--- config.mk ---
export PLATFORM = sky130hd
export DESIGN_NAME = led_pwm_global_control
export DESIGN_NICKNAME = d
export VERILOG_FILES = /design/src/led_pwm_pkg.sv /design/src/led_pwm_global_control.sv
export SDC_FILE = /design/constraint.sdc
export NUM_CORES = 1
export LEC_CHECK = 0
export ABC_AREA = 1
export BUFFER_PORTS_ARGS = -buffer_cell sky130_fd_sc_hd__buf_2
export CORE_MARGIN = 5
export CORE_UTILIZATION = 36
export CTS_CLUSTER_DIAMETER = 150
export DETAILED_ROUTE_END_ITERATION = 8
export HOLD_SLACK_MARGIN = 0.03
export PLACE_DENSITY = 0.67
export SLEW_MARGIN = 20
export SYNTH_ARGS = -nofsm -noshare
export SYNTH_HDL_FRONTEND = slang
export SYNTH_SLANG_ARGS = --single-unit
--- constraint.sdc ---
create_clock -name pclk -period 3.5 [get_ports pclk]
set_input_delay 0.35 -clock pclk [delete_from_list [all_inputs] [get_ports pclk]]
set_output_delay 0.35 -clock pclk [all_outputs]
set_load 0.01 [all_outputs]
--- src/led_pwm_pkg.sv ---
package led_pwm_pkg;

    // Register byte offsets on the APB bus.
    localparam logic [7:0] CTRL_OFS = 8'h00;
    localparam logic [7:0] MODE_OFS = 8'h04;
    localparam logic [7:0] PGA_EN_OFS = 8'h08;
    localparam logic [7:0] PGA_DUTY_OFS = 8'h0c;
    localparam logic [7:0] PGB_EN_OFS = 8'h10;
    localparam logic [7:0] PGB_DUTY_OFS = 8'h14;
    localparam logic [7:0] STATUS_OFS = 8'h18;

    // Field positions of the global control register.
    localparam int CTRL_PSEL_BIT = 0;
    localparam int CTRL_EN_BIT = 1;
    localparam int CTRL_RSV_LSB = 2;
    localparam int CTRL_DIR_BIT = 4;
    localparam int CTRL_POL_BIT = 5;
    localparam int CTRL_W = 6;

    // Reset values; the reserved field resets to its required pattern.
    localparam logic [5:0] CTRL_RST = 6'h04;
    localparam logic [1:0] MODE_RST = 2'h0;
    localparam logic [7:0] PG_EN_RST = 8'h00;
    localparam logic [7:0] PG_DUTY_RST = 8'h00;
    // Common lines leave reset dark, since the reset polarity is active low.
    localparam logic [7:0] COM_RST = 8'hff;

    // PWM mode field encodings.
    localparam logic [1:0] MODE_STATIC = 2'h0;
    localparam logic [1:0] MODE_RAMP = 2'h1;

    // One frame is a full sweep of the duty counter.
    localparam logic [7:0] FRAME_LAST = 8'hff;
    localparam logic [7:0] DUTY_MAX = 8'hff;
    localparam logic [7:0] DUTY_MIN = 8'h00;

endpackage

--- src/led_pwm_global_control.sv ---
// Local design decisions: the placing of the registers and register access over APB.
`timescale 1ns/1ps
module led_pwm_global_control (
    input wire logic pclk,
    input wire logic presetn,
    input wire logic ce,
    input wire logic psel,
    input wire logic penable,
    input wire logic pwrite,
    input wire logic [7:0] paddr,
    input wire logic [31:0] pwdata,
    output logic [31:0] prdata,
    output logic pready,
    output logic pslverr,
    output logic [7:0] com_out,
    output logic active_page
);

    logic [5:0] ctrl_r;
    logic [5:0] ctrl_nxt;
    logic [1:0] mode_r;
    logic [1:0] mode_nxt;
    logic [7:0] pga_en_r;
    logic [7:0] pga_en_nxt;
    logic [7:0] pga_duty_r;
    logic [7:0] pga_duty_nxt;
    logic [7:0] pgb_en_r;
    logic [7:0] pgb_en_nxt;
    logic [7:0] pgb_duty_r;
    logic [7:0] pgb_duty_nxt;
    logic [31:0] prdata_r;
    logic [31:0] prdata_nxt;
    logic pready_r;
    logic pready_nxt;
    logic pslverr_r;
    logic pslverr_nxt;
    logic [7:0] cnt_r;
    logic [7:0] cnt_nxt;
    logic page_r;
    logic page_nxt;
    logic [7:0] ramp_r;
    logic [7:0] ramp_nxt;
    logic [7:0] com_r;
    logic [7:0] com_nxt;

    logic en;
    logic pol;
    logic dir;
    logic frame_end;
    logic [7:0] mask;
    logic [7:0] duty_sel;
    logic [7:0] eff_duty;
    logic [7:0] lit;
    logic [31:0] rd_data;
    logic map_ok;
    logic acc;

    assign en = ctrl_r[led_pwm_pkg::CTRL_EN_BIT];
    assign pol = ctrl_r[led_pwm_pkg::CTRL_POL_BIT];
    assign dir = ctrl_r[led_pwm_pkg::CTRL_DIR_BIT];
    assign acc = psel & penable;

    // Read multiplexer and address decode; unmapped offsets read zero.
    always_comb begin
        rd_data = 32'h0000_0000;
        map_ok = 1'b1;
        unique case (paddr)
            led_pwm_pkg::CTRL_OFS: rd_data = {26'h0, ctrl_r};
            led_pwm_pkg::MODE_OFS: rd_data = {30'h0, mode_r};
            led_pwm_pkg::PGA_EN_OFS: rd_data = {24'h0, pga_en_r};
            led_pwm_pkg::PGA_DUTY_OFS: rd_data = {24'h0, pga_duty_r};
            led_pwm_pkg::PGB_EN_OFS: rd_data = {24'h0, pgb_en_r};
            led_pwm_pkg::PGB_DUTY_OFS: rd_data = {24'h0, pgb_duty_r};
            led_pwm_pkg::STATUS_OFS: begin
                rd_data = {8'h00, cnt_r, ramp_r, 7'h00, page_r};
            end
            default: map_ok = 1'b0;
        endcase
    end

    // Bus slave: one wait state, so the answer leaves a flip-flop.
    // Writes land on the edge where pready is seen high.
    always_comb begin
        ctrl_nxt = ctrl_r;
        mode_nxt = mode_r;
        pga_en_nxt = pga_en_r;
        pga_duty_nxt = pga_duty_r;
        pgb_en_nxt = pgb_en_r;
        pgb_duty_nxt = pgb_duty_r;
        prdata_nxt = prdata_r;
        pslverr_nxt = 1'b0;
        pready_nxt = acc & ~pready_r;
        if (acc && !pready_r) begin
            prdata_nxt = pwrite ? 32'h0000_0000 : rd_data;
            pslverr_nxt = ~map_ok;
        end
        if (acc && pready_r && pwrite) begin
            unique case (paddr)
                led_pwm_pkg::CTRL_OFS: ctrl_nxt = pwdata[5:0];
                led_pwm_pkg::MODE_OFS: mode_nxt = pwdata[1:0];
                led_pwm_pkg::PGA_EN_OFS: pga_en_nxt = pwdata[7:0];
                led_pwm_pkg::PGA_DUTY_OFS: pga_duty_nxt = pwdata[7:0];
                led_pwm_pkg::PGB_EN_OFS: pgb_en_nxt = pwdata[7:0];
                led_pwm_pkg::PGB_DUTY_OFS: pgb_duty_nxt = pwdata[7:0];
                default: ;
            endcase
        end
    end

    // Register state of the bus slave.
    always_ff @(posedge pclk or negedge presetn) begin
        if (!presetn) begin
            ctrl_r <= led_pwm_pkg::CTRL_RST;
            mode_r <= led_pwm_pkg::MODE_RST;
            pga_en_r <= led_pwm_pkg::PG_EN_RST;
            pga_duty_r <= led_pwm_pkg::PG_DUTY_RST;
            pgb_en_r <= led_pwm_pkg::PG_EN_RST;
            pgb_duty_r <= led_pwm_pkg::PG_DUTY_RST;
            prdata_r <= 32'h0000_0000;
            pready_r <= 1'b0;
            pslverr_r <= 1'b0;
        end else if (ce) begin
            ctrl_r <= ctrl_nxt;
            mode_r <= mode_nxt;
            pga_en_r <= pga_en_nxt;
            pga_duty_r <= pga_duty_nxt;
            pgb_en_r <= pgb_en_nxt;
            pgb_duty_r <= pgb_duty_nxt;
            prdata_r <= prdata_nxt;
            pready_r <= pready_nxt;
            pslverr_r <= pslverr_nxt;
        end
    end

    // Page contents in use come only from the latched page.
    assign mask = page_r ? pgb_en_r : pga_en_r;
    assign duty_sel = page_r ? pgb_duty_r : pga_duty_r;
    assign eff_duty = (mode_r == led_pwm_pkg::MODE_RAMP) ? ramp_r : duty_sel;
    assign frame_end = en && (cnt_r == led_pwm_pkg::FRAME_LAST);

    // PWM engine. The page is re-sampled only when a frame closes, so a
    // page switch in mid-frame never tears the picture. While disabled no
    // frame runs, so the selector is simply followed.
    always_comb begin
        cnt_nxt = en ? cnt_r + 8'h01 : 8'h00;
        page_nxt = page_r;
        if (!en || frame_end) begin
            page_nxt = ctrl_r[led_pwm_pkg::CTRL_PSEL_BIT];
        end
        ramp_nxt = ramp_r;
        if (mode_r != led_pwm_pkg::MODE_RAMP) begin
            ramp_nxt = duty_sel;
        end else if (frame_end) begin
            if (dir && ramp_r != led_pwm_pkg::DUTY_MAX) begin
                ramp_nxt = ramp_r + 8'h01;
            end else if (!dir && ramp_r != led_pwm_pkg::DUTY_MIN) begin
                ramp_nxt = ramp_r - 8'h01;
            end
        end
        lit = {8{en && (cnt_r < eff_duty)}} & mask;
        com_nxt = pol ? lit : ~lit;
    end

    // Register state of the PWM engine.
    always_ff @(posedge pclk or negedge presetn) begin
        if (!presetn) begin
            cnt_r <= 8'h00;
            page_r <= 1'b0;
            ramp_r <= led_pwm_pkg::PG_DUTY_RST;
            com_r <= led_pwm_pkg::COM_RST;
        end else if (ce) begin
            cnt_r <= cnt_nxt;
            page_r <= page_nxt;
            ramp_r <= ramp_nxt;
            com_r <= com_nxt;
        end
    end

    assign prdata = prdata_r;
    assign pready = pready_r;
    assign pslverr = pslverr_r;
    assign com_out = com_r;
    assign active_page = page_r;

    // Disabled hardware holds every common line at its idle level.
    a_disabled_idle: assert property (@(posedge pclk) disable iff (!presetn)
        (ce && !en) |=> (com_out == {8{~$past(pol)}}))
        else $error("Common lines not idle while disabled.");

    // A lit line shows the active level chosen by polarity.
    a_lit_polarity: assert property (@(posedge pclk) disable iff (!presetn)
        (ce && en && mask[0] && cnt_r < eff_duty)
        |=> (com_out[0] == $past(pol)))
        else $error("Lit common line has wrong polarity.");

    // Ramp up adds one per frame below the top.
    a_ramp_up: assert property (@(posedge pclk) disable iff (!presetn)
        (ce && frame_end && mode_r == led_pwm_pkg::MODE_RAMP && dir
         && ramp_r != led_pwm_pkg::DUTY_MAX)
        |=> (ramp_r == $past(ramp_r) + 8'h01))
        else $error("Ramp did not step up.");

    // Ramp down takes one per frame above the bottom.
    a_ramp_down: assert property (@(posedge pclk) disable iff (!presetn)
        (ce && frame_end && mode_r == led_pwm_pkg::MODE_RAMP && !dir
         && ramp_r != led_pwm_pkg::DUTY_MIN)
        |=> (ramp_r == $past(ramp_r) - 8'h01))
        else $error("Ramp did not step down.");

    // A line masked off on page B stays dark while page B is active.
    a_page_b_mask: assert property (@(posedge pclk) disable iff (!presetn)
        (ce && en && page_r && !pgb_en_r[0])
        |=> (com_out[0] == ~$past(pol)))
        else $error("Page B mask not honoured.");

    // At a frame end the page takes the selector's value.
    a_page_sample: assert property (@(posedge pclk) disable iff (!presetn)
        (ce && frame_end)
        |=> (page_r == $past(ctrl_r[led_pwm_pkg::CTRL_PSEL_BIT])))
        else $error("Page not sampled at frame end.");

    // Within a running frame the page never moves.
    a_page_hold: assert property (@(posedge pclk) disable iff (!presetn)
        (ce && en && !frame_end) |=> $stable(page_r))
        else $error("Page changed in mid-frame.");

    // The answer is a single-cycle pulse, so no transfer is taken twice.
    a_ready_pulse: assert property (@(posedge pclk)
        disable iff (!presetn) (ce && pready) |=> !pready)
        else $error("Ready held for more than one cycle.");

    // Exactly one wait state follows the first access edge.
    a_ready_wait: assert property (@(posedge pclk)
        disable iff (!presetn) (ce && acc && !pready) |=> pready)
        else $error("Ready missing after the wait state.");

    // An offset outside the map answers with an error.
    a_err_unmapped: assert property (@(posedge pclk)
        disable iff (!presetn) (ce && acc && !pready && !map_ok) |=> pslverr)
        else $error("Unmapped offset answered without error.");

    // The error flag only ever rides on the answer.
    a_err_with_ready: assert property (@(posedge pclk)
        disable iff (!presetn) pslverr |-> pready)
        else $error("Error flag seen without ready.");

    // Read data is the addressed register as it stood at the access.
    a_read_data: assert property (@(posedge pclk)
        disable iff (!presetn) (ce && acc && !pready && !pwrite)
        |=> (prdata == $past(rd_data)))
        else $error("Read data does not match the register.");

    // A write to the control register lands at the completing edge.
    a_ctrl_write: assert property (@(posedge pclk)
        disable iff (!presetn)
        (ce && acc && pready && pwrite && paddr == led_pwm_pkg::CTRL_OFS)
        |=> (ctrl_r == $past(pwdata[5:0])))
        else $error("Control write did not land.");

    // A low clock enable freezes the engine and the bus answer alike.
    a_ce_freeze: assert property (@(posedge pclk)
        disable iff (!presetn)
        !ce |=> ($stable(cnt_r) && $stable(com_out) && $stable(pready)))
        else $error("State moved while the clock enable was low.");

    // Disabled hardware keeps the frame counter parked at zero.
    a_cnt_parked: assert property (@(posedge pclk)
        disable iff (!presetn) (ce && !en) |=> (cnt_r == 8'h00))
        else $error("Frame counter ran while disabled.");

    // The ramp saturates at the top rather than wrapping to dark.
    a_ramp_top: assert property (@(posedge pclk)
        disable iff (!presetn)
        (ce && frame_end && mode_r == led_pwm_pkg::MODE_RAMP && dir
         && ramp_r == led_pwm_pkg::DUTY_MAX) |=> $stable(ramp_r))
        else $error("Ramp wrapped past the top.");

    // The ramp saturates at the bottom rather than wrapping to full.
    a_ramp_bottom: assert property (@(posedge pclk)
        disable iff (!presetn)
        (ce && frame_end && mode_r == led_pwm_pkg::MODE_RAMP && !dir
         && ramp_r == led_pwm_pkg::DUTY_MIN) |=> $stable(ramp_r))
        else $error("Ramp wrapped past the bottom.");

    // While disabled no frame runs, so the page follows the selector.
    a_page_follow: assert property (@(posedge pclk)
        disable iff (!presetn) (ce && !en)
        |=> (page_r == $past(ctrl_r[led_pwm_pkg::CTRL_PSEL_BIT])))
        else $error("Page did not follow the selector while disabled.");

    // Past the duty point every line shows its idle level.
    a_dark_past_duty: assert property (@(posedge pclk)
        disable iff (!presetn) (ce && en && cnt_r >= eff_duty)
        |=> (com_out == {8{~$past(pol)}}))
        else $error("Line lit beyond its duty.");

endmodule

# ---- After elaboration in Yosys (flattened, before gate mapping)
# Index checks and enable logic that the tools add are counted.
dict set report classes {
  n_addsub 3
  n_lt_le_gt_ge 1
  n_eq_ne 10
  muxes 13
  bitwise_logic 6
  n_reduce_logical 25
}
# cell n
set op_table {}
lappend op_table {{$pmux 24 s7} 1}
lappend op_table {{$mux 8} 9}
lappend op_table {{$mux 32} 1}
lappend op_table {{$eq 8x5->1 const B} 3}
lappend op_table {{$reduce_and 3->1} 7}
lappend op_table {{$add 8x1->8 const B} 2}
lappend op_table {{$eq 8x4->1 const B} 2}
lappend op_table {{$and 8x8->8} 1}
lappend op_table {{$eq 8x3->1 const B} 1}
lappend op_table {{$eq 8x8->1 const B} 1}
lappend op_table {{$logic_not 8->1} 1}
lappend op_table {{$lt 8x8->1} 1}
lappend op_table {{$ne 8x8->1 const B} 1}
lappend op_table {{$not 8->8} 1}
lappend op_table {{$reduce_bool 8->1} 1}
lappend op_table {{$sub 8x1->8 const B} 1}
lappend op_table {{$logic_and 1x1->1} 7}
lappend op_table {{$reduce_or 7->1} 1}
lappend op_table {{$reduce_and 2->1} 2}
lappend op_table {{$logic_not 1->1} 3}
lappend op_table {{$reduce_bool 3->1} 1}
lappend op_table {{$and 1x1->1} 2}
lappend op_table {{$eq 2x1->1 const B} 1}
lappend op_table {{$mux 1} 2}
lappend op_table {{4 further kinds} 5}
dict set report totals {
  regBits 99
  in_bits 46
  output_inout_bits 43
}

# ---- Depth between registers and ports, before layout
# Gate-level depths: netlist of the first run.
dict set report depth {
  word_depth 7
  ltp_mapped 17
}

# ---- Least setup slack after synthesis of the first run
# Ideal clock, no wire load.
dict set report synth_timing {
  path_kind {register to register}
  start {register page_r (netlist: active_page)}
  end {register com_r[7] (netlist: com_out[7])}
  setup_ns 0.061
  t_arrival_ns 2.246
  required_time_ns 3.439
  slack_ns 1.193
  stages_incl_launch_ff 14
  cell_sequence {dfrtp_1 -> buf_4 -> clkbuf_1 -> nor2_1 -> nor3_1 -> a21oi_1 -> ha_1 -> a21oi_1 -> o211a_1 -> buf_2 -> nand3_1 -> nand2_1 -> nand3_1 -> nand2_1}
}
dict set report synth_via {
  elab_chain_cells 7
}
# element line
set synth_rtl {}
lappend synth_rtl {{start, declared} led_pwm_global_control.sv:39} ;# logic page_r;
lappend synth_rtl {{start signal, assigned} led_pwm_global_control.sv:173} ;# page_r <= page_nxt;
lappend synth_rtl {{$mux 8} led_pwm_global_control.sv:137} ;# assign duty_sel = page_r ? pgb_duty_r : pga_duty_r;
lappend synth_rtl {{$mux 8} led_pwm_global_control.sv:138} ;# assign eff_duty = (mode_r == led_pwm_pkg::MODE_RAMP) ? ramp_r : duty_sel;
lappend synth_rtl {{$lt 8x8->1} led_pwm_global_control.sv:160} ;# lit = {8{en && (cnt_r < eff_duty)}} & mask;
lappend synth_rtl {{$logic_and 1x1->1} led_pwm_global_control.sv:160}
lappend synth_rtl {{$and 8x8->8 *} led_pwm_global_control.sv:160}
lappend synth_rtl {{$not 8->8} led_pwm_global_control.sv:161} ;# com_nxt = pol ? lit : ~lit;
lappend synth_rtl {{$mux 8 *} led_pwm_global_control.sv:161}
lappend synth_rtl {{end signal, assigned} led_pwm_global_control.sv:170} ;# com_r <= led_pwm_pkg::COM_RST;
lappend synth_rtl {{end signal, assigned} led_pwm_global_control.sv:175} ;# com_r <= com_nxt;
lappend synth_rtl {{end, declared} led_pwm_global_control.sv:43} ;# logic [7:0] com_r;
# Mark *: on every way between the ends. The rest lies on a longest branch, timed or not.
# A chain may end at the register's enable or synchronous reset.

# ---- Final worst setup path of the first run
dict set report layout_timing {
  start {register page_r (netlist: active_page)}
  end {register com_r[0] (netlist: com_out[0])}
}
# Same word-level chain as after synthesis.

==> results of run 1 <==
[worst max-delay path by stage]
stage / from / endpoint / cells after the start
2_1_floorplan: active_page$_DFFE_PN0P_ / com_out[7]$_DFFE_PN1P_ / 13
3_3_place_gp: active_page$_DFFE_PN0P_ / com_out[0]$_DFFE_PN1P_ / 11
3_5_place_dp: active_page$_DFFE_PN0P_ / com_out[0]$_DFFE_PN1P_ / 10
4_1_cts: active_page$_DFFE_PN0P_ / com_out[0]$_DFFE_PN1P_ / 10
5_1_grt: active_page$_DFFE_PN0P_ / com_out[5]$_DFFE_PN1P_ / 10
6_report: active_page$_DFFE_PN0P_ / com_out[0]$_DFFE_PN1P_ / 11
[logic make-up (layout without fill, tap and decap cells)]
kind of cell	Yosys count	in the layout	share of synthesized area
and+or+nand+nor	269	269	0.239
AOI/OAI and AO/OA	140	140	0.157
buffers and inverters	94	142	0.0865
DFF	91	91	0.471
adders and majority gates	16	16	0.0427
xor gates and xnor gates	2	2	0.00360
other	1	8	0.000771
[routing by layer]
layer  wire length [µm]  part of all wire
met1               6110              0.47
met2               5620              0.44
met3                958             0.074
met4                189             0.015
met5                  0                 0
[repair_timing]
action | CTS | global route
hold buffers | 1 | 0
buffers inserted | 0 | 0
hold endpoints to repair | 29 | 0
[placed cells by master, fill, tap and decap left out, types with 2 or more instances in the layout]
cell | synthesis | routed
o21ai_0 | 29 | 29
o21a_1 | 3 | 3
nor2_2 | 4 | 4
ha_1 | 15 | 15
a31oi_1 | 5 | 5
buf_4 | 9 | 4
dfstp_2 | 9 | 9
inv_2 | 9 | 9
buf_2 | 12 | 55
clkbuf_16 | 0 | 9
o211ai_1 | 2 | 2
o21ai_1 | 59 | 59
a211oi_1 | 4 | 4
inv_1 | 54 | 54
nor2_1 | 22 | 22
nand4_1 | 14 | 14
nor3_1 | 8 | 8
clkbuf_1 | 6 | 2
nand2_4 | 2 | 2
nor3_2 | 2 | 2
bufinv_16 | 0 | 3
a21oi_1 | 26 | 26
o21ai_2 | 2 | 2
nand3_1 | 33 | 33
dfrtp_1 | 82 | 82
nand2_1 | 174 | 174
o22ai_1 | 4 | 4
nand2_2 | 7 | 7
conb_1 | 1 | 8
[area by class of cell]
| type | count | area share |
|---|---|---|
| Clock buffer | 11 | 0.0416 |
| Clock inverter | 5 | 0.0183 |
| Inverter | 66 | 0.0456 |
| Multi-Input combinational cell | 435 | 0.389 |
| Sequential cell | 91 | 0.409 |
| Tap cell | 176 | 0.0394 |
| Timing Repair Buffer | 60 | 0.0564 |
[power by group]
part / internal [µW] / switching [µW] / leakage [µW]
combinational: 43.7 / 100 / 0.00124
sequential: 1070 / 14.2 / 0.00123
clock: 697 / 412 / 0.000160
total: 1810 / 526 / 0.00263
[registers in the layout, summed over array words and instances, names as in the netlist]
register / count
com_out: 8
pgb_duty_r: 8
pga_duty_r: 8
prdata: 24
mode_r: 2
pgb_en_r: 8
active_page: 1
cnt_r: 8
pready: 1
pga_en_r: 8
pslverr: 1
ramp_r: 8
ctrl_r: 6
[cells in the mapped netlist]
master and count:
xnor2_1 1, inv_4 1, inv_2 9, nor4_1 1
o31ai_1 1, o211ai_1 2, buf_4 9, nand3_1 33
o21ai_1 59, nand2_4 2, a31oi_1 5, ha_1 15
inv_6 1, o21ai_2 2, nand2_2 7, dfrtp_1 82
a22o_1 1, o22ai_1 4, nor3_2 2, a311oi_1 1
a21oi_1 26, nand4_1 14, o221ai_1 1, clkbuf_1 6
fa_1 1, conb_1 1, o21a_1 3, o21ai_0 29
nor3_1 8, nor2_2 4, xor2_1 1, a211oi_1 4
inv_1 54, buf_8 1, o211a_1 1, nor2_1 22
or2_1 1, nor3b_1 1, buf_2 12, dfstp_2 9
a21o_1 1, clkinv_1 1, nand2_1 174
[tightest hold or removal path, stage by stage]
cell and delay [ns]:
buf_2 0.07, inv_1 0.06, o21ai_1 0.13
[per-stage QoR]
step                cell area [µm²]  instances  total power [µW]  worst slack (ns)
finish                         5590        844              2340             0.879
floorplan                      4890        620              1190              1.19
global placement               5250        827              1250             0.944
global route                   5590        844              2420             0.526
detailed placement             5250        827              1250             0.908
CTS                            5590        844              2360             0.890
==> out/metrics.csv, run 1 <==
metric;value;unit
flop and latch count out of synthesis;91;
Top delay family on crit path;simple AND/OR/NAND/NOR gates;
CTS Buf Count;9;
reg2reg path depth;11;
Die Wd;126;µm
total number of vias;4210;
Die H;126;µm
Yosys top cell area share;0.422;
final period utilization;0.749;
IO buf count;56;
Synth Instances;613;
Final Hold Fails;0;
router iterations before antenna repair;5;
final hold slack;0.305;ns
Post-route DRC;0;
Hold/Removal Path Class;input port to register;
Clock Tree Buf Depth;2;
Ports;89;
GRT overflow;0;
CP cell instances;inv_4 -> nor2_1 -> nor3_1 -> a21oi_1 -> ha_1 -> nand2_1 -> o211a_1 -> nand3_1 -> nand2_1 -> nand3_1 -> nand2_1;
Rel. slew slack;0.533;
CTS tree;built;
Final Slew Violations;0;
FF-to-FF setup slack;0.88;ns
CP peak stage delay;0.63;ns
hold path start;pwdata[7];
row cnt;42;
total track usage;0.166;
Pleak;0.00263;µW
Synth area leader;dfrtp_1;
Synth Area per Inst;7.93;µm²
clock tree root driver cell;clkbuf_16;
M2 GR Usage;0.251;
Core Area;13200;µm²
die area;15900;µm²
Starting Density;0.367;
layer with the highest usage;met2;
crit start category;register;
# setup viols final;0;
Reg area;2290;µm²
critical path arrival;2.91;ns
Max VDD drop;0.206;mV
Max Cap Viol;0;
Final ANT Viol Nets;0;
Sink Count;91;
clock slew seen by the registers of the worst setup and hold paths;0.06;ns
cell mode on critical path;nand2_1;
first-pass GRT wire length;21000;µm
skew final;0.00711;ns
Worst R2R End;com_out[0]$_DFFE_PN1P_;
hold path endpoint;pga_duty_r[7]$_DFFE_PN0P_;
Critical Path End Type;register;
initial antenna violation count;0;
Vias/cell;4.99;
clk_lat worst skew;0.35;ns
setup TNS;0;ns
Max Clock Freq;0.381;GHz
Multi-input gate area;2180;µm²
met3 Use GR;0.0402;
Avg WL per Cell;15.3;µm
ranking of synthesized cells by area;dfrtp_1, nand2_1, o21ai_1;
GPL Wtd Cong;0.914;
Power Dens Cells;418;nW/µm²
layout cell share with drive strength beyond 1;0.165;
Mapped Area;4860;µm²
Buf/Inv on CP;1;
crit path kind;register to register;
hpwl dp;9610;µm
Seq/Total Area, Yosys;0.471;
synthesis-to-finish area growth;15.1;%
vias in the first global route;3952;
crit path time final;2.62;ns
CP max-delay cell;dfrtp_1;
Yosys cell types;43;
worst-path maximum fanout;20;
CTS H-tree lvls;3;
largest net degree at the start of global routing;32;
final core utilization;0.422;
nets;725;
DRT iter0 DRCs;369;
Total Wirelength;12900;µm
Worst-Margin Slew;0.700;ns
Ys Warns;0;
unrepaired setup endpoints after global routing;no;
WHS Path Cells;3;
reg2reg start;active_page$_DFFE_PN0P_;
Req. time, crit path;3.79;ns
post_cts resized;0;
# diodes;0;
status;completed;
# fillers;1383;
GRT met1 Usage;0.239;
Note: power is estimated with default switching activity, not from simulation.
==> inputs of run 2 (changes only) <==
--- a/config.mk
+++ b/config.mk
@@ -5,7 +5,7 @@
 export SDC_FILE = /design/constraint.sdc
 export NUM_CORES = 1
 export LEC_CHECK = 0
-export ABC_AREA = 1
+export ABC_AREA = 0
 export BUFFER_PORTS_ARGS = -buffer_cell sky130_fd_sc_hd__buf_2
 export CORE_MARGIN = 5
 export CORE_UTILIZATION = 36
==> constraint.sdc (replaced) <==
create_clock -name pclk -period 2.7 [get_ports pclk]
set_input_delay 0.27 -clock pclk [delete_from_list [all_inputs] [get_ports pclk]]
set_output_delay 0.27 -clock pclk [all_outputs]
set_load 0.01 [all_outputs]
==> out/metrics.csv, run 2 <==
metric;value;unit;change
status;completed;;unchanged
skew final;0.00530;ns;was 0.00711 ns
most frequent cells in the layout;dfrtp_1, buf_2, mux2_2;;was nand2_1, dfrtp_1, o21ai_1
Seq/Total Area, Yosys;0.469;;was 0.471
Final Cell Area;5910;µm²;was 5590 µm²
CTS tree;built;;unchanged
asr flop ratio synth;1.00;;unchanged
Mapped Area;4880;µm²;was 4860 µm²
final period utilization;0.944;;was 0.749
layout cell share with drive strength beyond 1;0.341;;was 0.165
GPL Wtd Cong;0.853;;was 0.914
flop and latch count out of synthesis;91;;unchanged
cell mode on critical path;mux2i_1;;was nand2_1
Ports;89;;unchanged
Post-DP Area;5550;µm²;was 5250 µm²
most common cell in the netlist;dfrtp_1;;was nand2_1
die area;16000;µm²;was 15900 µm²
Yosys top cell area share;0.421;;was 0.422
Starting Density;0.368;;was 0.367
vias in the first global route;4029;;was 3952
# setup viols final;0;;unchanged
first-pass GRT wire length;20900;µm;was 21000 µm
GRT overflow;0;;unchanged
Max VDD drop;0.373;mV;was 0.206 mV
# fillers;1271;;was 1383
row cnt;42;;unchanged
Ys Warns;0;;unchanged
Commonest cells post-synth;dfrtp_1, mux2_2, nand2_1;;was nand2_1, dfrtp_1, o21ai_1
crit start category;register;;unchanged
Rel. slew slack;0.526;;was 0.533
Max Cap Viol;0;;unchanged
clock tree root driver cell;clkbuf_16;;unchanged
Power Dens Cells;481;nW/µm²;was 418 nW/µm²
Max Clock Freq;0.392;GHz;was 0.381 GHz
setup TNS;0;ns;unchanged
Avg WL per Cell;18.1;µm;was 15.3 µm
max reg flops;24;;unchanged
final setup margin;0.151;ns;was 0.879 ns
CP peak stage delay;0.53;ns;was 0.63 ns
CTS Buf Count;9;;unchanged
unrepaired setup endpoints after global routing;no;;unchanged
total track usage;0.164;;was 0.166
Die H;126;µm;about the same
Post-route DRC;0;;unchanged
nets;594;;was 725
Sink Count;91;;unchanged
Critical Path End Type;register;;unchanged
Worst-Margin Slew;0.711;ns;was 0.700 ns
Layout Cells excl Fill;713;;was 844
Pleak;0.00276;µW;was 0.00263 µW
synthesis-to-finish area growth;21.2;%;was 15.1%
pre-CTS worst setup slack;-0.105;ns;was 0.908 ns
Multi-input gate area;2440;µm²;was 2180 µm²
ranking of synthesized cells by area;dfrtp_1, mux2_2, mux2i_1;;was dfrtp_1, nand2_1, o21ai_1
CP max-delay cell;or4_4;;was dfrtp_1
clk_lat worst skew;0.35;ns;about the same
Req. time, crit path;2.97;ns;was 3.79 ns
commonest non-fill, non-tap cell in the layout;dfrtp_1;;was nand2_1
Top delay family on crit path;simple AND/OR/NAND/NOR gates;;unchanged
initial antenna violation count;0;;unchanged
crit path kind;register to register;;unchanged
critical path arrival;2.82;ns;was 2.91 ns
Synth Area per Inst;10.9;µm²;was 7.93 µm²
Final ANT Viol Nets;0;;unchanged
Synth Instances;448;;was 613
CTS H-tree lvls;3;;unchanged
# diodes;0;;unchanged
hpwl dp;9510;µm;was 9610 µm
Synth area leader;dfrtp_1;;unchanged
Hold/Removal Path Class;input port to register;;unchanged
crit path time final;2.55;ns;was 2.62 ns
largest net degree at the start of global routing;56;;was 32
CP cell instances;nand4_1 -> or4_4 -> nand2_2 -> ha_2 -> a211oi_2 -> o21bai_1 -> mux2i_1 -> a311o_1 -> mux2i_1;;was inv_4 -> nor2_1 -> nor3_1 -> a21oi_1 -> ha_1 -> nand2_1 -> o211a_1 -> nand3_1 -> nand2_1 -> nand3_1 -> nand2_1
Yosys cell types;56;;was 43
clock slew seen by the registers of the worst setup and hold paths;0.07;ns;was 0.06 ns
total number of vias;3906;;was 4210
ys flop type;dfrtp_1;;unchanged
Final Slew Violations;0;;unchanged
IO buf count;56;;unchanged
Buf/Inv on CP;0;;was 1
Final Hold Fails;0;;unchanged
Total Wirelength;12900;µm;about the same
dpl cells;696;;was 827
worst-path maximum fanout;5;;was 20
number of synthesized flops with an enable pin;0;;unchanged
Die Wd;126;µm;about the same
DRT iter0 DRCs;308;;was 369
Core Area;13200;µm²;unchanged
router iterations before antenna repair;4;;was 5
Vias/cell;5.48;;was 4.99
Reg area;2290;µm²;about the same
Clock Tree Buf Depth;2;;unchanged
-- run 2: path summary, 6_finish.rpt --
check                                       start                       to  slack, ns  cells past startpoint
min in group asynchronous                 presetn  pgb_en_r[7]$_DFFE_PN0P_       0.51                      2
hold reg to reg            prdata[10]$_DFFE_PN0P_   prdata[10]$_DFFE_PN0P_       0.50                      1
max in group asynchronous                 presetn   com_out[5]$_DFFE_PN1P_       1.47                      3
setup / recovery            ramp_r[3]$_DFFE_PN0P_    ramp_r[6]$_DFFE_PN0P_       0.15                      9
hold / removal                          pwdata[7]  pga_en_r[7]$_DFFE_PN0P_       0.20                      2
setup reg to reg            ramp_r[3]$_DFFE_PN0P_    ramp_r[6]$_DFFE_PN0P_       0.15                      9
-- run 2: where the power goes --
group	switching (µW)	internal, µW
Sequential	8.08	1370
Combinational	101	48.2
Clock	579	734
-- run 2: metrics by stage --
step	util	power, µW	hold WS, ns
finish	0.447	2840	0.197
global route	0.447	2950	0.191
CTS	0.445	2870	0.188
detailed placement	0.419	1560	0.375
global placement	0.419	1550	0.361
floorplan	-	1480	-0.0256
-- run 2: kinds of logic (layout without fill, tap and decap cells) --
| logic type | after synthesis | after routing | synth area share |
|---|---|---|---|
| mux | 68 | 68 | 0.152 |
| compound gates | 101 | 101 | 0.155 |
| other cells | 1 | 8 | 0.000769 |
| flops | 91 | 91 | 0.469 |
| xor+xnor | 4 | 4 | 0.00718 |
| simple gates | 121 | 121 | 0.127 |
| buf+inv | 46 | 128 | 0.0454 |
| fa+ha+maj | 16 | 16 | 0.0426 |
-- run 2: final cells by class --
cell class / count / area share
Clock buffer: 9 / 0.0381
Clock inverter: 7 / 0.0146
Inverter: 17 / 0.0108
Multi-Input combinational cell: 318 / 0.412
Sequential cell: 91 / 0.387
Tap cell: 176 / 0.0372
Timing Repair Buffer: 95 / 0.0999
-- run 2: worst register-to-register path, stage by stage, from the launching register on --
cell,delay (ns)
dfrtp_1,0.36
nand4_1,0.10
or4_4,0.53
nand2_2,0.15
ha_2,0.33
a211oi_2,0.27
o21bai_1,0.13
mux2i_1,0.13
a311o_1,0.35
mux2i_1,0.13
-- run 2: what timing repair did --
item / in CTS / in global routing
buffers inserted: 0 / 0
endpoints found under the setup margin: 3 / 10
endpoints found under the hold margin: 48 / 0
pin swaps: 0 / 2
gates resized for setup: 4 / 8
hold buffers: 1 / 0
-- run 2: metal layers --
metal / track usage / part of all wire
met1: 0.214 / 0.43
met2: 0.275 / 0.50
met3: 0.0404 / 0.061
met4: 0.0372 / 0.0095
met5: 0 / 0
